**config.mk**
```make
export PLATFORM = sky130hd
export DESIGN_NAME = qdac_port
export DESIGN_NICKNAME = d
export VERILOG_FILES = /design/src/logic/qdac_pkg.sv /design/src/logic/qdac_port.sv
export SDC_FILE = /design/constraint.sdc
export NUM_CORES = 1
export LEC_CHECK = 0
export ABC_AREA = 1
export BUFFER_PORTS_ARGS = -buffer_cell sky130_fd_sc_hd__buf_2
export CAP_MARGIN = 5
export CELL_PAD_IN_SITES_DETAIL_PLACEMENT = 0
export CELL_PAD_IN_SITES_GLOBAL_PLACEMENT = 2
export CORE_MARGIN = 3
export CORE_UTILIZATION = 35
export DETAILED_ROUTE_END_ITERATION = 7
export PLACE_DENSITY_LB_ADDON = 0.2
export SLEW_MARGIN = 25
export SYNTH_ARGS = -nofsm -noshare
export SYNTH_HDL_FRONTEND = slang
export SYNTH_SLANG_ARGS = --single-unit
```
**constraint.sdc**
```tcl
create_clock -name mclk_i -period 17.05 [get_ports mclk_i]
set_input_delay 2.5575 -clock mclk_i [delete_from_list [all_inputs] [get_ports mclk_i]]
set_output_delay 2.5575 -clock mclk_i [all_outputs]
set_load 0.03 [all_outputs]
```
**src/logic/qdac_pkg.sv**
```systemverilog
// What this block does
// - Serial bits collect in a 32-bit shift register; a frame is 32 bits.
// - Frame: four ignored bits, command, channel, then data; MSB first.
// - Data field is the code, then ignored padding bits filling the frame.
// - Frame select falling starts a write; bits sampled on shift clock falls.
// - In standalone mode the 32nd falling edge captures the last bit and executes the command.
// - After the 32nd edge frame select may stay low or rise.
// - Frame select rising before the 32nd edge discards the frame.
// - Commands 0-3: write input, update, write and update all, write+update.
// - Commands 4-7: power mode, clear code, load override, software reset.
// - Command 8 writes chain enable; codes 9 to 15 do nothing.
// - Channel values 0-3 select A-D; value 15 selects all four.
// - Converter code is straight unsigned binary.
// - Top four code bits become 15 thermometer lines; low 12 go to ladder.
// - Chain mode set by bit 1 of chain enable; reset is standalone.
// - In chain mode old bits leave on chain out at rising shift clock.
// - Chained frames are 32N clocks; any other count is discarded.
// - While frame select is high clock and data are ignored.
// - Load low updates at execution; a later low pulse copies all inputs.
// - A channel with override bit set updates as if load were low.
// - Clear asserted during a frame aborts it with nothing executed.
package qdac_pkg;
  localparam int FRAME_BITS = 32;
  localparam int CODE_W = 16;
  localparam int NUM_CH = 4;
  localparam int CNT_W = 5;
  localparam logic [4:0] LAST_BIT = 5'h1F;
  // Field positions in the received word
  localparam int CMD_MSB = 27;
  localparam int CMD_LSB = 24;
  localparam int ADDR_MSB = 23;
  localparam int ADDR_LSB = 20;
  localparam int CODE_MSB = 19;
  localparam int CODE_LSB = 4;
  localparam int PD_MSB = 9;
  localparam int PD_LSB = 8;
  localparam int CHAIN_BIT = 1;
  // Commands
  localparam logic [3:0] CMD_WRITE_IN = 4'h0;
  localparam logic [3:0] CMD_UPDATE = 4'h1;
  localparam logic [3:0] CMD_WRITE_ALL = 4'h2;
  localparam logic [3:0] CMD_WRITE_UPD = 4'h3;
  localparam logic [3:0] CMD_POWER = 4'h4;
  localparam logic [3:0] CMD_CLEAR_CODE = 4'h5;
  localparam logic [3:0] CMD_OVERRIDE = 4'h6;
  localparam logic [3:0] CMD_SOFT_RESET = 4'h7;
  localparam logic [3:0] CMD_CHAIN = 4'h8;
  localparam logic [3:0] ADDR_ALL = 4'hF;
  // Clear code selections and values
  localparam logic [1:0] CLR_NOP = 2'h3;
  localparam logic [15:0] CLR_ZERO = 16'h0000;
  localparam logic [15:0] CLR_MID = 16'h8000;
  localparam logic [15:0] CLR_FULL = 16'hFFFF;
  // Reset values
  localparam logic [15:0] CODE_RST = 16'h0000;
  localparam logic [1:0] CHAIN_RST = 2'h0;
  localparam logic [1:0] CLR_SEL_RST = 2'h0;
  localparam logic [3:0] OVR_RST = 4'h0;
  localparam logic [7:0] PD_RST = 8'h00;
  // Synchroniser order {clear, load, data, clock, select}, idle levels
  localparam logic [4:0] PIN_RST = 5'h1B;
  localparam int P_SEL = 0;
  localparam int P_CLK = 1;
  localparam int P_DAT = 2;
  localparam int P_LD = 3;
  localparam int P_CLR = 4;
  typedef enum logic [2:0] {
    QDAC_IDLE = 3'b001,
    QDAC_SHIFT = 3'b010,
    QDAC_HOLD = 3'b100
  } qdac_state_type;
endpackage : qdac_pkg

```
**src/logic/qdac_port.sv**
```systemverilog
`timescale 1ns/1ps
module qdac_port (
  input wire logic mclk_i,
  input wire logic rst_i,
  input wire logic frame_sync_n_i,
  input wire logic shift_clk_i,
  input wire logic serial_data_i,
  input wire logic load_outputs_n_i,
  input wire logic async_clear_n_i,
  output logic [63:0] dac_code_o,
  output logic [63:0] input_code_o,
  output logic [59:0] thermometer_switches_o,
  output logic [47:0] ladder_switches_o,
  output logic [7:0] power_mode_o,
  output logic [3:0] load_override_o,
  output logic [1:0] clear_code_o,
  output logic chain_enable_o,
  output logic chain_out_o
);

  // Synchroniser stages and their delayed copy
  logic [4:0] pin_meta;
  logic [4:0] pin_sync;
  logic [4:0] pin_prev;

  // Frame sequencer state and received word
  qdac_pkg::qdac_state_type state;
  logic [31:0] shift_reg;
  logic [4:0] bit_cnt;
  logic full_seen;
  logic exec_q;
  logic [31:0] word_q;

  // Command registers; only bit 1 of chain enable has any effect
  logic [1:0] chain_enable_register;
  logic [1:0] clear_sel;
  logic [3:0] override;
  logic [7:0] pd_mode;
  logic chain_out;

  // Per channel storage, input side and converter side
  logic [15:0] in_reg [4];
  logic [15:0] dac_reg [4];

  // Pins are asynchronous to mclk; two flops before anything looks
  // Detection lags each pin by about three mclk periods, so every shift
  // clock phase must last at least four periods; 50 MHz is out of reach
  always_ff @(posedge mclk_i or posedge rst_i) begin
    if (rst_i) begin
      pin_meta <= qdac_pkg::PIN_RST;
      pin_sync <= qdac_pkg::PIN_RST;
      pin_prev <= qdac_pkg::PIN_RST;
    end else begin
      pin_meta <= {async_clear_n_i, load_outputs_n_i, serial_data_i,
                   shift_clk_i, frame_sync_n_i};
      pin_sync <= pin_meta;
      pin_prev <= pin_sync;
    end
  end

  // Edge events, all from the second and third stage
  // Reset values match the idle pin levels, so no false edge follows
  // Load acts on its level during execution and on its falling edge
  logic sel_low;
  logic sel_fall;
  logic sel_rise;
  logic clk_fall;
  logic clk_rise;
  logic din;
  logic ld_low;
  logic ld_fall;
  logic clr_fall;
  logic chain_mode;
  assign sel_low = ~pin_sync[qdac_pkg::P_SEL];
  assign sel_fall = pin_prev[qdac_pkg::P_SEL] & ~pin_sync[qdac_pkg::P_SEL];
  assign sel_rise = ~pin_prev[qdac_pkg::P_SEL] & pin_sync[qdac_pkg::P_SEL];
  assign clk_fall = pin_prev[qdac_pkg::P_CLK] & ~pin_sync[qdac_pkg::P_CLK];
  assign clk_rise = ~pin_prev[qdac_pkg::P_CLK] & pin_sync[qdac_pkg::P_CLK];
  assign din = pin_sync[qdac_pkg::P_DAT];
  assign ld_low = ~pin_sync[qdac_pkg::P_LD];
  assign ld_fall = pin_prev[qdac_pkg::P_LD] & ~pin_sync[qdac_pkg::P_LD];
  assign clr_fall = pin_prev[qdac_pkg::P_CLR] & ~pin_sync[qdac_pkg::P_CLR];
  assign chain_mode = chain_enable_register[qdac_pkg::CHAIN_BIT];

  // Frame sequencing: start, count, finish, abort
  // Standalone frames execute on the 32nd fall; chained ones wait for the
  // select rise, as only then is the whole 32N count known
  always_ff @(posedge mclk_i or posedge rst_i) begin
    if (rst_i) begin
      state <= qdac_pkg::QDAC_IDLE;
      shift_reg <= 32'h0000_0000;
      bit_cnt <= 5'h00;
      full_seen <= 1'b0;
      exec_q <= 1'b0;
      word_q <= 32'h0000_0000;
    end else begin
      exec_q <= 1'b0;
      case (state)
        qdac_pkg::QDAC_IDLE: begin
          // Clock and data ignored while select is high
          if (sel_fall && !clr_fall) begin
            bit_cnt <= 5'h00;
            full_seen <= 1'b0;
            state <= qdac_pkg::QDAC_SHIFT;
          end
        end
        qdac_pkg::QDAC_SHIFT: begin
          if (clr_fall) begin
            state <= qdac_pkg::QDAC_IDLE;
          end else if (sel_rise) begin
            // Chained frame ends on select rise; only whole words count
            if (chain_mode && full_seen &&
                bit_cnt == 5'h00) begin
              exec_q <= 1'b1;
              word_q <= shift_reg;
            end
            state <= qdac_pkg::QDAC_IDLE;
          end else if (clk_fall) begin
            shift_reg <= {shift_reg[30:0], din};
            bit_cnt <= bit_cnt + 5'h01;
            if (bit_cnt == qdac_pkg::LAST_BIT) begin
              full_seen <= 1'b1;
              if (!chain_mode) begin
                exec_q <= 1'b1;
                word_q <= {shift_reg[30:0], din};
                state <= qdac_pkg::QDAC_HOLD;
              end
            end
          end
        end
        qdac_pkg::QDAC_HOLD: begin
          // Extra clocks dropped; select may stay low or rise
          if (sel_rise || clr_fall) begin
            state <= qdac_pkg::QDAC_IDLE;
          end
        end
        default: begin
          state <= qdac_pkg::QDAC_IDLE;
        end
      endcase
    end
  end

  // Bits past the shift register leave on the rising shift clock
  // Shown on the rise so the next device in line samples it on the fall
  // after, giving it half a shift clock of setup
  always_ff @(posedge mclk_i or posedge rst_i) begin
    if (rst_i) begin
      chain_out <= 1'b0;
    end else if (!chain_mode) begin
      chain_out <= 1'b0;
    end else if (state == qdac_pkg::QDAC_SHIFT && clk_rise) begin
      chain_out <= shift_reg[31];
    end
  end

  // Decoded fields of the executed word
  // Addresses other than 0 to 3 and 15 select no channel at all
  logic [3:0] cmd;
  logic [3:0] addr;
  logic [15:0] code;
  logic [3:0] ch_sel;
  logic [15:0] clr_value;
  assign cmd = word_q[qdac_pkg::CMD_MSB:qdac_pkg::CMD_LSB];
  assign addr = word_q[qdac_pkg::ADDR_MSB:qdac_pkg::ADDR_LSB];
  assign code = word_q[qdac_pkg::CODE_MSB:qdac_pkg::CODE_LSB];
  always_comb begin
    ch_sel = 4'h0;
    clr_value = qdac_pkg::CLR_ZERO;
    if (addr == qdac_pkg::ADDR_ALL) begin
      ch_sel = 4'hF;
    end else if (addr < 4'h4) begin
      ch_sel = 4'h1 << addr[1:0];
    end
    case (clear_sel)
      2'h1: clr_value = qdac_pkg::CLR_MID;
      2'h2: clr_value = qdac_pkg::CLR_FULL;
      default: clr_value = qdac_pkg::CLR_ZERO;
    endcase
  end

  // Control registers written by commands 4 to 8
  // A software reset also drops chain mode, back to the standalone default
  always_ff @(posedge mclk_i or posedge rst_i) begin
    if (rst_i) begin
      chain_enable_register <= qdac_pkg::CHAIN_RST;
      clear_sel <= qdac_pkg::CLR_SEL_RST;
      override <= qdac_pkg::OVR_RST;
      pd_mode <= qdac_pkg::PD_RST;
    end else if (exec_q) begin
      case (cmd)
        qdac_pkg::CMD_POWER: begin
          for (int c = 0; c < qdac_pkg::NUM_CH; c++) begin
            if (word_q[c]) begin
              pd_mode[2*c +: 2] <= word_q[qdac_pkg::PD_MSB:qdac_pkg::PD_LSB];
            end
          end
        end
        qdac_pkg::CMD_CLEAR_CODE: clear_sel <= word_q[1:0];
        qdac_pkg::CMD_OVERRIDE: override <= word_q[3:0];
        qdac_pkg::CMD_SOFT_RESET: begin
          chain_enable_register <= qdac_pkg::CHAIN_RST;
          clear_sel <= qdac_pkg::CLR_SEL_RST;
          override <= qdac_pkg::OVR_RST;
          pd_mode <= qdac_pkg::PD_RST;
        end
        qdac_pkg::CMD_CHAIN: chain_enable_register <= word_q[1:0];
        default: begin
          // Data commands and reserved codes leave these alone
        end
      endcase
    end
  end

  // Per channel input and converter registers plus switch decode
  for (genvar ch = 0; ch < qdac_pkg::NUM_CH; ch++) begin : g_ch
    logic load_eff;
    logic [15:0] therm_in;
    // Override makes a channel behave as if its load pin were held low
    assign load_eff = ld_low | override[ch];

    // Priority: clear, then command, then a load fall; a load fall that
    // meets an executing command in the same cycle is lost
    always_ff @(posedge mclk_i or posedge rst_i) begin
      if (rst_i) begin
        in_reg[ch] <= qdac_pkg::CODE_RST;
        dac_reg[ch] <= qdac_pkg::CODE_RST;
      end else if (clr_fall && clear_sel != qdac_pkg::CLR_NOP) begin
        // Clear takes priority over a same-cycle execution
        in_reg[ch] <= clr_value;
        dac_reg[ch] <= clr_value;
      end else if (exec_q) begin
        case (cmd)
          qdac_pkg::CMD_WRITE_IN: begin
            if (ch_sel[ch]) begin
              in_reg[ch] <= code;
              if (load_eff) begin
                dac_reg[ch] <= code;
              end
            end
          end
          qdac_pkg::CMD_UPDATE: begin
            if (ch_sel[ch]) begin
              dac_reg[ch] <= in_reg[ch];
            end
          end
          qdac_pkg::CMD_WRITE_ALL: begin
            if (ch_sel[ch]) begin
              in_reg[ch] <= code;
              dac_reg[ch] <= code;
            end else begin
              dac_reg[ch] <= in_reg[ch];
            end
          end
          qdac_pkg::CMD_WRITE_UPD: begin
            if (ch_sel[ch]) begin
              in_reg[ch] <= code;
              dac_reg[ch] <= code;
            end
          end
          qdac_pkg::CMD_SOFT_RESET: begin
            in_reg[ch] <= qdac_pkg::CODE_RST;
            dac_reg[ch] <= qdac_pkg::CODE_RST;
          end
          default: begin
            // Reserved and control commands other than soft reset touch no code
          end
        endcase
      end else if (ld_fall) begin
        dac_reg[ch] <= in_reg[ch];
      end
    end

    // Thermometer line k is high when the top nibble is at least k
    for (genvar k = 1; k < 16; k++) begin : g_therm
      assign therm_in[k] = (dac_reg[ch][15:12] >= 4'(k));
    end
    assign therm_in[0] = 1'b0;

    // Outputs registered so the switch lines change together
    always_ff @(posedge mclk_i or posedge rst_i) begin
      if (rst_i) begin
        dac_code_o[16*ch +: 16] <= qdac_pkg::CODE_RST;
        input_code_o[16*ch +: 16] <= qdac_pkg::CODE_RST;
        thermometer_switches_o[15*ch +: 15] <= 15'h0000;
        ladder_switches_o[12*ch +: 12] <= 12'h000;
      end else begin
        dac_code_o[16*ch +: 16] <= dac_reg[ch];
        input_code_o[16*ch +: 16] <= in_reg[ch];
        thermometer_switches_o[15*ch +: 15] <= therm_in[15:1];
        ladder_switches_o[12*ch +: 12] <= dac_reg[ch][11:0];
      end
    end
  end

  // Status outputs straight from their registers
  assign power_mode_o = pd_mode;
  assign load_override_o = override;
  assign clear_code_o = clear_sel;
  assign chain_enable_o = chain_mode;
  assign chain_out_o = chain_out;

endmodule : qdac_port

```
==> results of run 1 <==
through the flow:
step | cell area [sq um] | instances
after floorplan | 17900 | 2006
after global placement | 19300 | 2801
after detailed placement | 19300 | 2801
after CTS | 20900 | 2887
after global routing | 20900 | 2887
final | 20900 | 2887
power breakdown:
part	total (mW)	internal (mW)	leakage, nW	switching (mW)
clock	1.05	0.625	0.778	0.424
combinational	1.78	0.470	4.57	1.31
sequential	1.62	1.38	4.85	0.247
total	4.45	2.47	10.2	1.98
cells by family (layout without fill, tap and decap cells):
kind of cell / after synthesis / count (layout) / share of synthesized area
XOR/XNOR: 2 / 2 / 0.000980
AO/OA/AOI/OAI: 349 / 349 / 0.110
flip-flops: 416 / 416 / 0.583
adder cells (fa/ha/maj): 6 / 6 / 0.00420
AND/OR/NAND/NOR: 876 / 876 / 0.211
multiplexers: 1 / 1 / 0.000630
buffers and inverters: 356 / 565 / 0.0892
per-layer routing:
layer | up-vias | wire [microns] | GRT usage
met4 | 0 | 1960 | 0.0763
met2 | 472 | 27600 | 0.352
met3 | 107 | 3730 | 0.0429
met5 | - | 0 | 0
met1 | 7166 | 25400 | 0.291
li1 | 6848 | - | -
worst register-to-register path, cell delays in order, from the launching register on:
cell and delay, ns:
dfrtp_1 0.44, nand2_1 0.13, inv_2 0.13, nand2_1 0.10
buf_4 0.57, nand2_2 0.48, nand2_1 0.21, nand2_2 0.33
nand2_2 0.52, nor2_1 0.08, a21oi_1 0.16
synthesized netlist by cell type (all sizes together):
library cell | count | area share
a21oi | 116 | 0.036
a22oi | 64 | 0.027
a31oi | 2 | 0.00070
and3 | 1 | 0.00035
buf | 105 | 0.036
clkbuf | 44 | 0.0092
dfrtp | 403 | 0.56
dfstp | 13 | 0.019
ha | 6 | 0.0042
inv | 207 | 0.043
mux2 | 1 | 0.00063
nand2 | 398 | 0.085
nand3 | 276 | 0.080
nand4 | 16 | 0.0056
nor2 | 179 | 0.039
nor3 | 4 | 0.0011
nor4 | 1 | 0.00035
o21a | 1 | 0.00042
o21ai | 165 | 0.046
o32ai | 1 | 0.00049
or2 | 1 | 0.00035
xor2 | 2 | 0.00098
cell type report:
| class | count | area [sq um] | share of cell area |
|---|---|---|---|
| inverter | 207 | 785 | 0.0375 |
| tap | 672 | 841 | 0.0401 |
| clock inverter | 23 | 279 | 0.0133 |
| sequential | 416 | 10400 | 0.498 |
| multi-input combinational | 1234 | 5870 | 0.280 |
| clock buffer | 63 | 1330 | 0.0634 |
| timing repair buffer | 272 | 1410 | 0.0675 |
cells in the final DEF (no fill, tap or decap), types with 2 or more instances in the layout:
cell type,synthesis,routed
a22oi_1,64,64
clkbuf_1,44,8
clkbuf_8,0,7
a21oi_2,15,14
clkinv_2,0,8
inv_6,0,2
inv_1,200,198
dfrtp_1,403,403
nor2_4,2,3
clkinvlp_4,0,5
dfstp_2,13,13
o21ai_1,9,9
nand4_1,16,16
buf_2,47,258
o21ai_0,156,156
xor2_1,2,2
bufinv_16,0,5
ha_1,6,6
nand2_1,390,388
inv_2,7,8
nand2_2,8,9
nand3_1,272,272
nor2_2,4,3
a21oi_1,101,101
buf_4,51,12
clkbuf_16,0,48
a31oi_1,2,2
clkinv_4,0,2
nand3_4,3,3
nor3_1,4,4
nor2_1,173,173
worst max-delay path by stage:
stage                     slack, ns                          to  cells after the start                                 start
after detailed placement      12.69     dac_reg[24]$_DFFE_PP0P_                      3                                 rst_i
after global routing          13.09  input_code_o[40]$_DFF_PP0_                      3                                 rst_i
after floorplan                2.94      bit_cnt[0]$_DFFE_PP0P_                      1                                 rst_i
after global placement        12.72     dac_reg[24]$_DFFE_PP0P_                      3                                 rst_i
after CTS                     13.20              chain_enable_o                      1  chain_enable_register[1]$_DFFE_PP0P_
final                         13.25              chain_enable_o                      1  chain_enable_register[1]$_DFFE_PP0P_
==> flow_summary.toml, run 1 <==
[outcome]
status = "complete, no violations"

[finish]
drive_above_1_share = 0.185
syn2layout_area_growth_pct = 17.2
fill_cells = 5029
final_util = 0.417
diodes = 0
nNetsFinal = 2191

[route]
dr.pass1.iters = 6
vias = 14593
routed_via_density = 5.05
antenna_left = 0
drc_errors = 0
wire_per_inst_microns = 20.3
first_iter_violations = 1065
routed_wirelength_mm = 58.7

[floorplan]
die_x_microns = 232
rows = 82
dieArea_sq_um = 53800
die_y_microns = 232
coreArea_sq_um = 50300
start_util = 0.355
ios = 259

[sta]
worst_pin_slew_ns = 1.01
slew_viol_final = 0
fin_ws_ns = 13.25
hold_slack_ns = 0.355
setup_viol = 0
skew_ns = 0.0207
finalSetupTns_ns = 0
slew_headroom = 0.326
finalCritPeriodShare = 0.223
max_freq_mhz = 263
hold_violations = 0
rsz0062_at_grt = "no"
timing.final.crit_period_ns = 3.80

[setup_path]
critical-path-top-delay-family = "flip-flops"
required_ns = 14.49
crit_path_max_fanout = 4
end_kind = "primary output"
reg2reg_depth = 10
path_cells = "buf_2"
slowest_stage = "dfrtp_1"
rr_endpoint = "dac_reg[17]$_DFFE_PP0P_"
criticalPathCategory = "reg2out"
arrival_ns = 1.24
cp_num_buf_inv = 1
rr_startpoint = "word_q[20]$_DFFE_PP0P_"
critPathLaunchType = "flip-flop"
reg2reg_setup_slack_ns = 13.82
max_stage_delay_ns = 0.43

[placed_design]
gp_congestion = 0.795
hpwl_mm = 36.6
port_buffers = 258
preCtsSetupSlack_ns = 12.69

[power_and_ir_drop]
p_leak_nw = 10.2
max-vdd-ir-drop_v = 0.0000791
total_power_mw = 4.45
powerDensity_nw_per_um2 = 212

[synthesis]
yosysSeqAreaShare = 0.583
synthesis.nets = 2019
syn_area_sq_um = 17900
synthCells = 2006
synth_cell_types = 33
ys_warn_count = 0
ys_ff_latch = 416
synth_area_per_cell_sq_um = 8.91

[clock_tree]
clockBufferDepth = 3
cts_tree = "built"
cts_max_level = 2
postCtsSetupBuffers = 0
cts_root_buf = "clkbuf_16"
cts_buffers = 47
clock_latency_ns = 0.59
clkTransAtPathRegs_ns = 0.05
postCtsHoldBufs = 0
cts_sinks = 416
cts_resized = 0

[global_routing]
grt_max_degree = 153
grt_pass1_wl_mm = 88.7
grt_pass1_vias = 14436
grt_util_all_layers = 0.217
antenna_found_initial = 0
grt_overflow = 0

[min_path]
holdCritPathClass = "reg2reg"
min_from = "pin_meta[4]$_DFF_PP1_"
min_path_cells = 0
hold_end = "pin_sync[4]$_DFF_PP1_"

[run]
cap_violations = 0
Power figures use the tool's default switching activity.
==> run 2, diff against run 1 <==
- ABC_AREA: 1 -> 0
- CORE_UTILIZATION: 35 -> 33
- clock period: 17.05 -> 3.4 ns (I/O delays scaled with it)
==> run 2 against run 1 <==
Against the previous run: clock-buffer cell count rose by 1; power rose to 3.1 times the previous value; sequential power increased to 3.8 times the previous value; highest routed layer unchanged.
==> flow_summary.toml, run 2 <==
[sta]
hold_violations = 0
slew_headroom = 0.430
finalSetupTns_ns = 0
rsz0062_at_grt = "no"
skew_ns = 0.0187
hold_slack_ns = 0.0327
slew_viol_final = 0
max_freq_mhz = 350
setup_viol = 0
finalCritPeriodShare = 0.842
worst_pin_slew_ns = 0.847
timing.final.crit_period_ns = 2.86

[synthesis]
synthArstFlopShare = 1.00
yosysSeqAreaShare = 0.605
yosys-mux-area-fraction = 0.0261
synth_cell_types = 75
ys_ff_latch = 416
yosys.area.top_type = "dfrtp_1"
synth.area.top_cells = "dfrtp_1, nand2_1, o21ai_0"
synthCells = 1565
ys_warn_count = 0
synth-xor-area-share = 0.00254
synth_area_per_cell_sq_um = 11.0
synth_common_cells = "dfrtp_1, nand2_1, nor2_1"
yosysMostFrequentCell = "dfrtp_1"
synth_fa_ha_area_frac = 0.00436
synthesis.nets = 1578
synth.top_cell.area_share = 0.586
synth_flop_cell = "dfrtp_1"
syn_area_sq_um = 17200
synth_edf_count = 0
synth_top_family_by_area = "compound AO/OA/AOI/OAI gates"
yosys.area_share.simple = 0.121
synth_compound_area_frac = 0.183

[setup_path]
end_kind = "flip-flop"
critPathLaunchType = "flip-flop"
criticalPathCategory = "reg2reg"
required_ns = 3.86
arrival_ns = 3.32
crit_path_max_fanout = 30

[global_routing]
grt_max_degree = 94
grt_use_met1 = 0.267
grt_pass1_wl_mm = 81.1
antenna_found_initial = 0
grt.met2_usage = 0.308
grt_util_all_layers = 0.192
use_met3 = 0.0361
grt_overflow = 0
grt_busiest_layer = "met2"
grt_pass1_vias = 12700

[clock_tree]
cts_sinks = 416
cts_buffers = 47
cts_tree = "built"
clkTransAtPathRegs_ns = 0.06
cts_max_level = 2
clockBufferDepth = 3
cts_root_buf = "clkbuf_16"
clock_latency_ns = 0.59

[finish]
fill_cells = 5096
final_cell_mix = "dfrtp_1, buf_2, nand2_1, nor2_1, o21ai_0"
syn2layout_area_growth_pct = 20.3
layout.cells.most_common = "dfrtp_1"
nNetsFinal = 1784
drive_above_1_share = 0.267
diodes = 0

[route]
first_iter_violations = 1029
antenna_left = 0
vias = 12906
routed_via_density = 5.19
routed_wirelength_mm = 53.3
drc_errors = 0
dr.pass1.iters = 5
wire_per_inst_microns = 21.4

[power_and_ir_drop]
max-vdd-ir-drop_v = 0.000290
powerDensity_nw_per_um2 = 658
total_power_mw = 13.6
p_leak_nw = 9.53

[min_path]
holdCritPathClass = "in2reg"

[floorplan]
coreArea_sq_um = 51500
ios = 259
dieArea_sq_um = 55000
die_x_microns = 234
start_util = 0.334
die_y_microns = 234
rows = 83

[placed_design]
gp_congestion = 0.907
port_buffers = 258
hpwl_mm = 37.6

[outcome]
status = "complete, no violations"

[run]
cap_violations = 0
run 2: metal layers:
layer | vias to the layer above | wire length, microns
met3 | 74 | 2870
met4 | 0 | 1290
met1 | 6500 | 23700
met2 | 373 | 25400
li1 | 5959 | -
met5 | - | 0
run 2: final timing paths:
kind / startpoint / end / slack [ns] / cells past startpoint
max in group asynchronous: rst_i / pin_prev[3]$_DFF_PP1_ / 1.88 / 5
worst max register to register: word_q[25]$_DFFE_PP0P_ / dac_reg[18]$_DFFE_PP0P_ / 0.54 / 8
worst min-delay path: frame_sync_n_i / pin_meta[0]$_DFF_PP1_ / 0.03 / 1
worst max-delay path: word_q[25]$_DFFE_PP0P_ / dac_reg[18]$_DFFE_PP0P_ / 0.54 / 8
worst min register to register: pin_meta[2]$_DFF_PP0_ / pin_sync[2]$_DFF_PP0_ / 0.35 / 0
min in group asynchronous: rst_i / thermometer_switches_o[35]$_DFF_PP0_ / 0.54 / 3
run 2: area by class of cell:
type | instances | area, sq um | area share
well taps | 680 | 851 | 0.0411
repair buffers | 331 | 1940 | 0.0936
flip-flops and latches | 416 | 10400 | 0.503
clock inverters | 22 | 268 | 0.0129
multi-input cells | 947 | 5820 | 0.281
inverters | 28 | 109 | 0.00525
clock buffers | 64 | 1300 | 0.0628
run 2: kinds of logic (layout without fill, tap and decap cells):
| logic type | Yosys count | count (layout) |
|---|---|---|
| AOI/OAI and AO/OA | 439 | 439 |
| xor gates and xnor gates | 5 | 5 |
| adders and majority gates | 6 | 6 |
| buffers and inverters | 202 | 445 |
| DFF | 416 | 416 |
| muxes | 40 | 40 |
| and+or+nand+nor | 457 | 457 |
run 2: power by group:
part           switching [mW]  internal, mW
logic                    1.64         0.794
clock network            2.07          3.00
registers               0.522          5.59
total                    4.23          9.39
run 2: critical path, stage by stage (launching register included):
cell and delay (ns):
dfrtp_1 0.34, buf_4 0.30, xor2_1 0.16, o21ai_0 0.71, o21ai_0 0.20, buf_4 0.21, a221oi_1 0.54, buf_4 0.20
o21ai_0 0.06
run 2: through the flow:
stage / cells / instance area [sq um] / util / setup WS (ns)
floorplan: 1565 / 17200 / - / -2.71
global placement: 2397 / 19100 / 0.371 / 0.471
detailed placement: 2397 / 19100 / 0.371 / 0.557
CTS: 2488 / 20700 / 0.402 / 0.544
global route: 2488 / 20700 / 0.402 / 0.244
finish: 2488 / 20700 / 0.402 / 0.539
run 2: what timing repair did:
action,CTS,global route
buffers inserted,0,0
endpoints found under the setup margin,0,0
resized for setup,0,0
hold endpoints to repair,24,0
hold buffers,5,0
==> run 3, diff against run 2 <==
- clock period: 3.4 -> 2.6 ns (I/O delays scaled with it)
==> run 3 against run 2 <==
Against the previous run: fmax up 12%; critical path type unchanged; hold slack improved by 0.32 ns; sequential power grew 30%; largest cell class unchanged; utilization up 1.0 points; critical endpoint is now dac_reg[47]$_DFFE_PP0P_; largest power group unchanged; critical path depth is 1 lower; non-clock buffer count increased by 49; routed wire length is 1.7% higher; power is 32% higher; design area increased by 2.5%; via count grew 1.6%.
==> flow_summary.toml, run 3 (synthesized netlist as in run 2, its figures left out) <==
[outcome]
status = "complete, no violations"

[sta]
skew_ns = 0.0217
setup_viol = 0
slew_viol_final = 0
fin_ws_ns = 0.0386
max_freq_mhz = 390
hold_violations = 0
timing.final.crit_period_ns = 2.56
worst_pin_slew_ns = 0.860
rsz0062_at_grt = "no"
slew_headroom = 0.424
finalCritPeriodShare = 0.985

[finish]
drive_above_1_share = 0.293
nNetsFinal = 1833
fin_cells = 2538
layout.cells.most_common = "dfrtp_1"
syn2layout_area_growth_pct = 23.3
fin_area_sq_um = 21200
diodes = 0
final_cell_mix = "dfrtp_1, buf_2, nand2_1, nor2_1, o21ai_0"

[placed_design]
port_buffers = 258
preCtsSetupSlack_ns = -0.0226
gp_congestion = 0.901
post-place-cells = 2445
placed_cell_area_sq_um = 19500
hpwl_mm = 39.0

[clock_tree]
cts_root_buf = "clkbuf_16"
cts_buffers = 47
clkTransAtPathRegs_ns = 0.06
cts_tree = "built"
cts_sinks = 416
cts_max_level = 2
clock_latency_ns = 0.59
clockBufferDepth = 3
postCtsSetupBuffers = 0

[route]
dr.pass1.iters = 5
routed_via_density = 5.17
routed_wirelength_mm = 54.2
drc_errors = 0
first_iter_violations = 1004
wire_per_inst_microns = 21.4
vias = 13111
antenna_left = 0

[setup_path]
worstSetupEndpoint = "dac_reg[47]$_DFFE_PP0P_"
crit_path_max_fanout = 13
end_kind = "flip-flop"
criticalPathCategory = "reg2reg"
required_ns = 3.04
reg2reg_setup_slack_ns = 0.04
arrival_ns = 3.00
rr_endpoint = "dac_reg[47]$_DFFE_PP0P_"
crit_start = "word_q[22]$_DFFE_PP0P_"
rr_startpoint = "word_q[22]$_DFFE_PP0P_"
critPathLaunchType = "flip-flop"
reg2reg_depth = 7

[global_routing]
grt_max_degree = 72
grt_pass1_wl_mm = 81.8
grt_overflow = 0
grt_pass1_vias = 12948
antenna_found_initial = 2
grt_util_all_layers = 0.195

[power_and_ir_drop]
p_leak_nw = 9.84
powerDensity_nw_per_um2 = 848
total_power_mw = 18.0
max-vdd-ir-drop_v = 0.000456

[min_path]
min_path_cells = 0
holdCritPathClass = "reg2reg"

[floorplan]
rows = 83
dieArea_sq_um = 55000
die_y_microns = 234
start_util = 0.334
coreArea_sq_um = 51500
ios = 259
die_x_microns = 234

[run]
cap_violations = 0
## run 3: timing repair
action,in CTS,in global routing
hold buffers,6,0
gates resized for setup,2,4
endpoints found under the hold margin,15,0
setup endpoints to repair,3,17
## run 3: per-stage QoR
stage	hold slack (ns)	util	TNS, ns
after CTS	0.351	0.412	0
after floorplan	0.331	-	-1389.72
after detailed placement	0.337	0.379	-0.112
final	0.348	0.412	0
after global routing	0.355	0.412	0
after global placement	0.342	0.379	-0.0787
## run 3: how the worst min path moves through the flow
stage,from,to,slack [ns]
after floorplan,pin_meta[2]$_DFF_PP0_,pin_sync[2]$_DFF_PP0_,0.33
after global placement,pin_meta[2]$_DFF_PP0_,pin_sync[2]$_DFF_PP0_,0.34
after detailed placement,pin_meta[2]$_DFF_PP0_,pin_sync[2]$_DFF_PP0_,0.34
after CTS,rst_i,dac_code_o[45]$_DFF_PP0_,0.35
after global routing,pin_meta[2]$_DFF_PP0_,pin_sync[2]$_DFF_PP0_,0.35
final,pin_meta[2]$_DFF_PP0_,pin_sync[2]$_DFF_PP0_,0.35
## run 3: worst max-delay path, cell delays in order, from the launching register on
cell and delay [ns]:
dfrtp_1 0.41, buf_4 0.20, or4b_1 0.54, buf_4 0.21, o2111ai_1 0.10, a31oi_1 0.16
a2111oi_1 0.65, a2bb2oi_1 0.13
## run 3: layout make-up
cell class / count / area (sq um)
flip-flops and latches: 416 / 10400
clock inverters: 30 / 340
fillers: 5044 / 30300
repair buffers: 380 / 2370
well taps: 680 / 851
multi-input cells: 947 / 5840
clock buffers: 57 / 1290
inverters: 28 / 109
## run 3: routing by layer
metal	share of wire	routed length (microns)	GRT usage
met1	0.45	24200	0.275
met5	0	0	0
met4	0.039	2100	0.0768
met2	0.46	24800	0.301
met3	0.058	3150	0.0335
## run 3: report_power, final
part / switching, mW / leakage [nW] / internal, mW
clock network: 2.82 / 0.801 / 4.01
logic: 2.16 / 3.97 / 1.06
registers: 0.658 / 5.06 / 7.31
